## config.mk

```make
export PLATFORM = sky130hd
export DESIGN_NAME = wdit_top
export DESIGN_NICKNAME = d
export VERILOG_FILES = /design/src/hw/wdit_pkg.sv /design/src/hw/wdit_prescaler.sv /design/src/hw/wdit_top.sv
export VERILOG_INCLUDE_DIRS = /design/src /design/src/hw
export SDC_FILE = /design/constraint.sdc
export NUM_CORES = 1
export LEC_CHECK = 0
export BUFFER_PORTS_ARGS = -buffer_cell sky130_fd_sc_hd__buf_2
export CAP_MARGIN = 10
export CORE_ASPECT_RATIO = 1.1
export CORE_MARGIN = 3
export CORE_UTILIZATION = 45
export DETAILED_ROUTE_END_ITERATION = 6
export GPL_ROUTABILITY_DRIVEN = 0
export PLACE_DENSITY_LB_ADDON = 0.1
export SYNTH_ARGS = -nofsm -noshare
export SYNTH_HDL_FRONTEND = slang
export SYNTH_HIERARCHICAL = 1
export SYNTH_SLANG_ARGS = --single-unit
```

## constraint.sdc

```tcl
create_clock -name clk_in -period 5.1 [get_ports clk_in]
set_input_delay 0.51 -clock clk_in [delete_from_list [all_inputs] [get_ports clk_in]]
set_output_delay 0.51 -clock clk_in [all_outputs]
set_load 0.01 [all_outputs]
```

## src/hw/wdit_defs.svh

```systemverilog
// register map, field positions, reset values and counts of the watchdog interval timer
`ifndef WDIT_DEFS_SVH
`define WDIT_DEFS_SVH

`define WDIT_ADDR_PERIOD_SEL     16'hff42
`define WDIT_ADDR_MODE_CTRL      16'hfff9
`define WDIT_PERIOD_SEL_RESET    3'h0
`define WDIT_PERIOD_SEL_MASK     8'h07
`define WDIT_MODE_RESET          8'h00
`define WDIT_BIT_RESTART         3'h7
`define WDIT_BIT_GUARD_MODE      3'h4
`define WDIT_BIT_RESET_SEL       3'h3
`define WDIT_PRESCALE_BITS       4
`define WDIT_COUNT_BITS          16
`define WDIT_MIN_PERIOD_LOG2     5'h0c
`define WDIT_TOP_CODE_LOG2       5'h14
`define WDIT_IRQ_DEFAULT_RANK    4'h0

`endif

```

## src/hw/wdit_pkg.sv

```systemverilog
// types shared by the watchdog interval timer
package wdit_pkg;

	// cpu access to the two control registers
	typedef struct packed {
		logic        wr;
		logic        bit_wr;
		logic        rd;
		logic [15:0] addr;
		logic [7:0]  data;
		logic [2:0]  bit_idx;
		logic        bit_val;
	} wdit_cpu_req_type;

	typedef enum logic [0:0] {
		WDIT_STOPPED  = 1'b0,
		WDIT_COUNTING = 1'b1
	} wdit_run_state_type;

	// overflow requests toward interrupt and reset logic
	typedef struct packed {
		logic periodic_timer_irq;
		logic nmi_req;
		logic reset_req;
	} wdit_event_type;

	typedef struct packed {
		wdit_run_state_type run;
		logic [2:0]         overflow_period_select;
		logic               guard_mode_enable;
		logic               reset_on_overflow_sel;
		logic [15:0]        count;
		wdit_event_type     events;
		logic [7:0]         rd_data;
	} wdit_state_type;

endpackage : wdit_pkg

```

## src/hw/wdit_prescaler.sv

```systemverilog
// prescaler of the main clock, advancing only while run_in is high
`timescale 1ns/1ps
`default_nettype none
`include "wdit_defs.svh"

module wdit_prescaler (
	input  wire logic clk_in,
	input  wire logic rst_n_in,
	input  wire logic run_in,
	output var  logic tick_out
);

	logic [`WDIT_PRESCALE_BITS-1:0] div;
	logic [`WDIT_PRESCALE_BITS-1:0] next_div;

	// never cleared by a restart, only by reset
	always_comb begin
		next_div = run_in ? div + 1'b1 : div;
	end

	always_ff @(posedge clk_in) begin
		if (!rst_n_in) begin
			div <= '0;
		end else begin
			div <= next_div;
		end
	end

	assign tick_out = run_in && (div == {`WDIT_PRESCALE_BITS{1'b1}});

endmodule : wdit_prescaler
`default_nettype wire

```

## src/hw/wdit_top.sv

```systemverilog
// watchdog and interval timer with its two control registers
`timescale 1ns/1ps
`default_nettype none
`include "wdit_defs.svh"

module wdit_top (
	input  wire logic                      clk_in,
	input  wire logic                      rst_n_in,
	input  wire logic                      clk_en_in,
	input  wire wdit_pkg::wdit_cpu_req_type cpu_req_in,
	input  wire logic                      stop_mode_in,
	input  wire logic                      subclock_cpu_in,
	output var  logic [7:0]                rd_data_out,
	output var  logic                      periodic_timer_irq_out,
	output var  logic                      nmi_req_out,
	output var  logic                      reset_req_out,
	output var  logic                      counting_out,
	output var  logic [3:0]                irq_default_rank_out
);

	wdit_pkg::wdit_state_type state;
	wdit_pkg::wdit_state_type next_state;

	logic        tick;
	logic        count_enable;
	logic        sel_hit;
	logic        mode_hit;
	logic [15:0] limit;
	logic [4:0]  period_log2;
	logic [7:0]  mode_read;
	logic        sel_byte_wr;
	logic        mode_byte_wr;
	logic        mode_bit_set;
	logic        set_guard;
	logic        set_reset_sel;
	logic        restart_req;
	logic        overflow;
	logic [15:0] count_step;
	logic [7:0]  read_mux;
	wdit_pkg::wdit_event_type overflow_events;

	// halt keeps counting; stop and subclock freeze it
	assign count_enable = clk_en_in && (state.run == wdit_pkg::WDIT_COUNTING)
		&& !stop_mode_in && !subclock_cpu_in;

	wdit_prescaler u_prescaler (
		.clk_in   (clk_in),
		.rst_n_in (rst_n_in),
		.run_in   (count_enable),
		.tick_out (tick)
	);

	assign sel_hit  = cpu_req_in.addr == `WDIT_ADDR_PERIOD_SEL;
	assign mode_hit = cpu_req_in.addr == `WDIT_ADDR_MODE_CTRL;

	// code 7 skips 2^19 and gives 2^20
	always_comb begin
		unique case (state.overflow_period_select)
			3'h0: begin
				period_log2 = `WDIT_MIN_PERIOD_LOG2;
			end
			3'h1: begin
				period_log2 = `WDIT_MIN_PERIOD_LOG2 + 5'h01;
			end
			3'h2: begin
				period_log2 = `WDIT_MIN_PERIOD_LOG2 + 5'h02;
			end
			3'h3: begin
				period_log2 = `WDIT_MIN_PERIOD_LOG2 + 5'h03;
			end
			3'h4: begin
				period_log2 = `WDIT_MIN_PERIOD_LOG2 + 5'h04;
			end
			3'h5: begin
				period_log2 = `WDIT_MIN_PERIOD_LOG2 + 5'h05;
			end
			3'h6: begin
				period_log2 = `WDIT_MIN_PERIOD_LOG2 + 5'h06;
			end
			3'h7: begin
				period_log2 = `WDIT_TOP_CODE_LOG2;
			end
		endcase
	end

	// overflow after 2^(log2 - prescale) prescaler ticks
	assign limit = 16'(({16'h0000, 16'h0001} << (period_log2 - 5'(`WDIT_PRESCALE_BITS))) - 32'h0000_0001);

	always_comb begin
		mode_read = 8'h00;
		mode_read[`WDIT_BIT_RESTART]    = state.run == wdit_pkg::WDIT_COUNTING;
		mode_read[`WDIT_BIT_GUARD_MODE] = state.guard_mode_enable;
		mode_read[`WDIT_BIT_RESET_SEL]  = state.reset_on_overflow_sel;
	end

	// byte write wins over a bit write in the same cycle
	assign sel_byte_wr  = cpu_req_in.wr && sel_hit;
	assign mode_byte_wr = cpu_req_in.wr && mode_hit;
	assign mode_bit_set = !cpu_req_in.wr && cpu_req_in.bit_wr && mode_hit && cpu_req_in.bit_val;

	// zero writes never clear a set bit
	assign set_guard     = (mode_byte_wr && cpu_req_in.data[`WDIT_BIT_GUARD_MODE])
		|| (mode_bit_set && cpu_req_in.bit_idx == `WDIT_BIT_GUARD_MODE);
	assign set_reset_sel = (mode_byte_wr && cpu_req_in.data[`WDIT_BIT_RESET_SEL])
		|| (mode_bit_set && cpu_req_in.bit_idx == `WDIT_BIT_RESET_SEL);
	assign restart_req   = (mode_byte_wr && cpu_req_in.data[`WDIT_BIT_RESTART])
		|| (mode_bit_set && cpu_req_in.bit_idx == `WDIT_BIT_RESTART);
	assign overflow      = count_enable && tick && (state.count == limit);
	assign count_step    = state.count + 16'h0001;

	// overflow action chosen by the two mode bits
	always_comb begin
		overflow_events = '0;
		if (overflow) begin
			unique case ({state.guard_mode_enable, state.reset_on_overflow_sel})
				2'b00, 2'b01: begin
					overflow_events.periodic_timer_irq = 1'b1;
				end
				2'b10: begin
					overflow_events.nmi_req = 1'b1;
				end
				2'b11: begin
					overflow_events.reset_req = 1'b1;
				end
			endcase
		end
	end

	// unmapped addresses read as zero
	always_comb begin
		read_mux = 8'h00;
		if (sel_hit) begin
			read_mux = {5'h00, state.overflow_period_select};
		end else if (mode_hit) begin
			read_mux = mode_read;
		end
	end

	always_comb begin
		next_state        = state;
		next_state.events = overflow_events;
		if (count_enable && tick) begin
			if (overflow) begin
				next_state.count = 16'h0000;
			end else begin
				next_state.count = count_step;
			end
		end
		if (sel_byte_wr) begin
			next_state.overflow_period_select = cpu_req_in.data[2:0];
		end
		if (set_guard) begin
			next_state.guard_mode_enable = 1'b1;
		end
		if (set_reset_sel) begin
			next_state.reset_on_overflow_sel = 1'b1;
		end
		// a restart beats a same-cycle overflow, pulse still goes out
		if (restart_req) begin
			next_state.run   = wdit_pkg::WDIT_COUNTING;
			next_state.count = 16'h0000;
		end
		if (cpu_req_in.rd) begin
			next_state.rd_data = read_mux;
		end
	end

	always_ff @(posedge clk_in) begin
		if (!rst_n_in) begin
			state.run                    <= wdit_pkg::WDIT_STOPPED;
			state.overflow_period_select <= `WDIT_PERIOD_SEL_RESET;
			state.guard_mode_enable      <= 1'b0;
			state.reset_on_overflow_sel  <= 1'b0;
			state.count                  <= '0;
			state.events                 <= '0;
			state.rd_data                <= 8'h00;
		end else if (clk_en_in) begin
			state <= next_state;
		end
	end

	always_ff @(posedge clk_in) begin
		if (!rst_n_in) begin
			irq_default_rank_out <= 4'h0;
		end else begin
			irq_default_rank_out <= `WDIT_IRQ_DEFAULT_RANK;
		end
	end

	assign rd_data_out            = state.rd_data;
	assign periodic_timer_irq_out = state.events.periodic_timer_irq;
	assign nmi_req_out            = state.events.nmi_req;
	assign reset_req_out          = state.events.reset_req;
	assign counting_out           = state.run == wdit_pkg::WDIT_COUNTING;

endmodule : wdit_top
`default_nettype wire

```

==> results.tsv <==
metric	value	unit
status	complete, no violations	
Critical Path Fanout Max	11	
root buf cell	clkbuf_8	
drt pass-1 iters	4	
maximum clock path buffer count	2	
Pwr Density	206	mW/mm²
Worst Clk Skew	0.0115	ns
Register Area	801	µm²
Die Height	86.3	µm
CP max stage delay	0.48	ns
Port Buffer Count	43	
period utilization	73.7	%
initial antenna violation count	0	
layout cells sized above 1	18.4	%
Setup Buffers After CTS	0	
final setup fails	0	
Internal Power	0.470	mW
final setup margin	1.34	ns
largest net degree at the start of global routing	24	
HPWL after detailed placement	4.54	mm
crit path DAT	3.94	ns
Seq cells post-synth	40	
area grow syn2layout	10.7	%
worst path bufs/invs	1	
Synth Warn #	6	
via/cell ratio	5.70	
depth of the CTS H-tree	2	
Peak VDD IR	0.153	mV
Post-synth EDFFs	0	
Worst-path clk slew	0.09	ns
Register-to-Register Path Depth	13	
n_diodes	0	
first-pass GRT wire length	10.3	mm
WL/cell	14.2	µm
Seq/Total Area, Yosys	30.4	%
cell leakage power	1.17	nW
global route overflow	0	
met2 wire length	2.90	mm
mean area per synthesized cell	7.92	µm²
max-slew violations	0	
placement row count	28	
DRT iter0 DRCs	109	
synth cell count leaders	40 x dfxtp_1, 29 x nand2_1, 19 x a21oi_1, 18 x nand3_1, 16 x nor2_1	
Crit. End Element	flip-flop	
sw frac	21.9	%
Post-Syn Area	0.00264	mm²
Initial Util	47.6	%
final hold vios	0	
area of the multi-input gates	0.00164	mm²
TritonCTS clock tree	built	
top routing layer used	met4	
worst hold margin	0.452	ns
max frequency	266	MHz
Max-cap violations	0	
part of the power in registers	51.9	%
Required @ worst endpoint	5.28	ns
crit path kind	flip-flop to flip-flop	
io pins	52	
hold crit path type	flip-flop to flip-flop	
post-layout min period	3.76	ns
post-route ant nets	0	
number of hold buffers added after cts	0	
via count	2473	
nets	398	
TNS Setup	0	ns
Async SR Flop Fraction	0	%
Switching Power	0.131	mW
area leader, netlist	dfxtp_1	
logic depth of the worst path, buffers included	13	
Tot Pwr	0.601	mW
met1 wire length	2.92	mm
die area	0.00682	mm²
FILL cells	574	
synth unique cells	57	
worst slew pin tran	0.785	ns
unrepaired setup endpoints after global routing	false	
dpl ws	1.37	ns
crit path max-delay cell type	or3_1	
core area	0.00554	mm²
vias in the first global route	2162	
Main synth FF type	dfxtp_1	
delay-heaviest family, CP	simple AND/OR/NAND/NOR gates	
total routed wirelength	6.15	mm
ranking of synthesized cells by area	dfxtp_1 30%, nand2_1 4.1%, a21oi_1 3.6%	
met3 wire length	274	µm
Clk network pwr share	43.3	%
dpl cell area	0.00281	mm²
Cell Chain, Critical Path	inv_1 -> ha_1 -> xor2_2 -> nor2_1 -> nand4_1 -> ha_1 -> nor3b_1 -> a31oi_1 -> a2bb2oi_2 -> xnor2_1 -> a2111o_1 -> or3_1 -> a22o_1	
Num CTS Buffers	5	
DRC	0	
hold path depth	2	
Die Span X	79.0	µm
Overall Global Routing Usage	18.3	%
most common cell in the netlist	dfxtp_1	
Synth top area share	30.4	%
post-cts resize count	0	
Startpoint Class	flip-flop	
Sink Count	40	
Clock Latency Late Sink	0.29	ns
Logic pwr share	4.9	%
crit-path most repeated cell	ha_1	
Slew HR	47.4	%
Syn Inst Count	333	
Layout Cell Area excl Fill	0.00292	mm²
-- placed cells by master (no fill, tap or decap), types with 9 or more instances in the layout --
| cell type | instances |
|---|---|
| and2_1 | 9 |
| dfxtp_1 | 40 |
| nor2_1 | 16 |
| a31oi_1 | 9 |
| nand4_1 | 14 |
| a21oi_1 | 19 |
| nand3_1 | 18 |
| nand2_1 | 29 |
| buf_2 | 43 |
| inv_1 | 11 |
-- cell type report --
cell class	count	area share, %
clock buffer	5	2.36
multi-input combinational	254	56.0
timing repair buffer	46	8.14
sequential	40	27.4
inverter	11	1.41
clock inverter	3	1.46
tap	75	3.21
-- registers in the layout (all words and copies together), names as in the netlist --
| name | cells |
|---|---|
| state | 19 |
| reset_req_out | 1 |
| u_prescaler/div | 4 |
| nmi_req_out | 1 |
| periodic_timer_irq_out | 1 |
| counting_out | 1 |
| period_log2 | 5 |
| rd_data_out | 6 |
| mode_read | 2 |
-- layer usage --
| metal | track usage [%] | up-vias |
|---|---|---|
| met5 | 0 | - |
| met4 | 3.91 | 0 |
| met3 | 3.01 | 6 |
| met2 | 29.9 | 64 |
| met1 | 25.3 | 1149 |
| li1 | - | 1254 |
-- kinds of logic after synthesis --
logic type               Yosys count  share of synthesized area (%)
buffers and inverters             44                           8.35
adder cells (fa/ha/maj)            4                           1.90
flip-flops                        40                           30.4
XOR/XNOR                          12                           4.55
other                              1                          0.142
AO/OA/AOI/OAI                     83                           22.0
AND/OR/NAND/NOR                  142                           30.0
multiplexers                       7                           2.70
-- stage by stage --
stage	util, %	std cells
detailed placement	50.7	426
global placement	50.7	426
global route	52.8	434
floorplan	-	338
CTS	52.8	434
finish	52.8	434
-- power by group through the flow --
| stage | Clock (mW) | Combinational, mW | Sequential [mW] |
|---|---|---|---|
| floorplan | 0 | 0.0159 | 0.319 |
| global placement | 0 | 0.0288 | 0.319 |
| detailed placement | 0 | 0.0293 | 0.319 |
| CTS | 0.264 | 0.0294 | 0.312 |
| global route | 0.277 | 0.0332 | 0.312 |
| finish | 0.260 | 0.0292 | 0.312 |
-- path summary, 6_finish.rpt --
kind,startpoint,to,slack [ns]
setup / recovery,period_log2[2],state[21],1.34
hold / removal,reset_req_out,reset_req_out,0.45
setup reg to reg,period_log2[2],state[21],1.34
hold reg to reg,reset_req_out,reset_req_out,0.45
-- tightest hold or removal path, delay by kind of cell (launching register included) --
kind / cells / cell delay (ns)
flops: 1 / 0.32
simple gates: 1 / 0.05
compound gates: 1 / 0.05
Note: power is estimated with default switching activity, not from simulation.
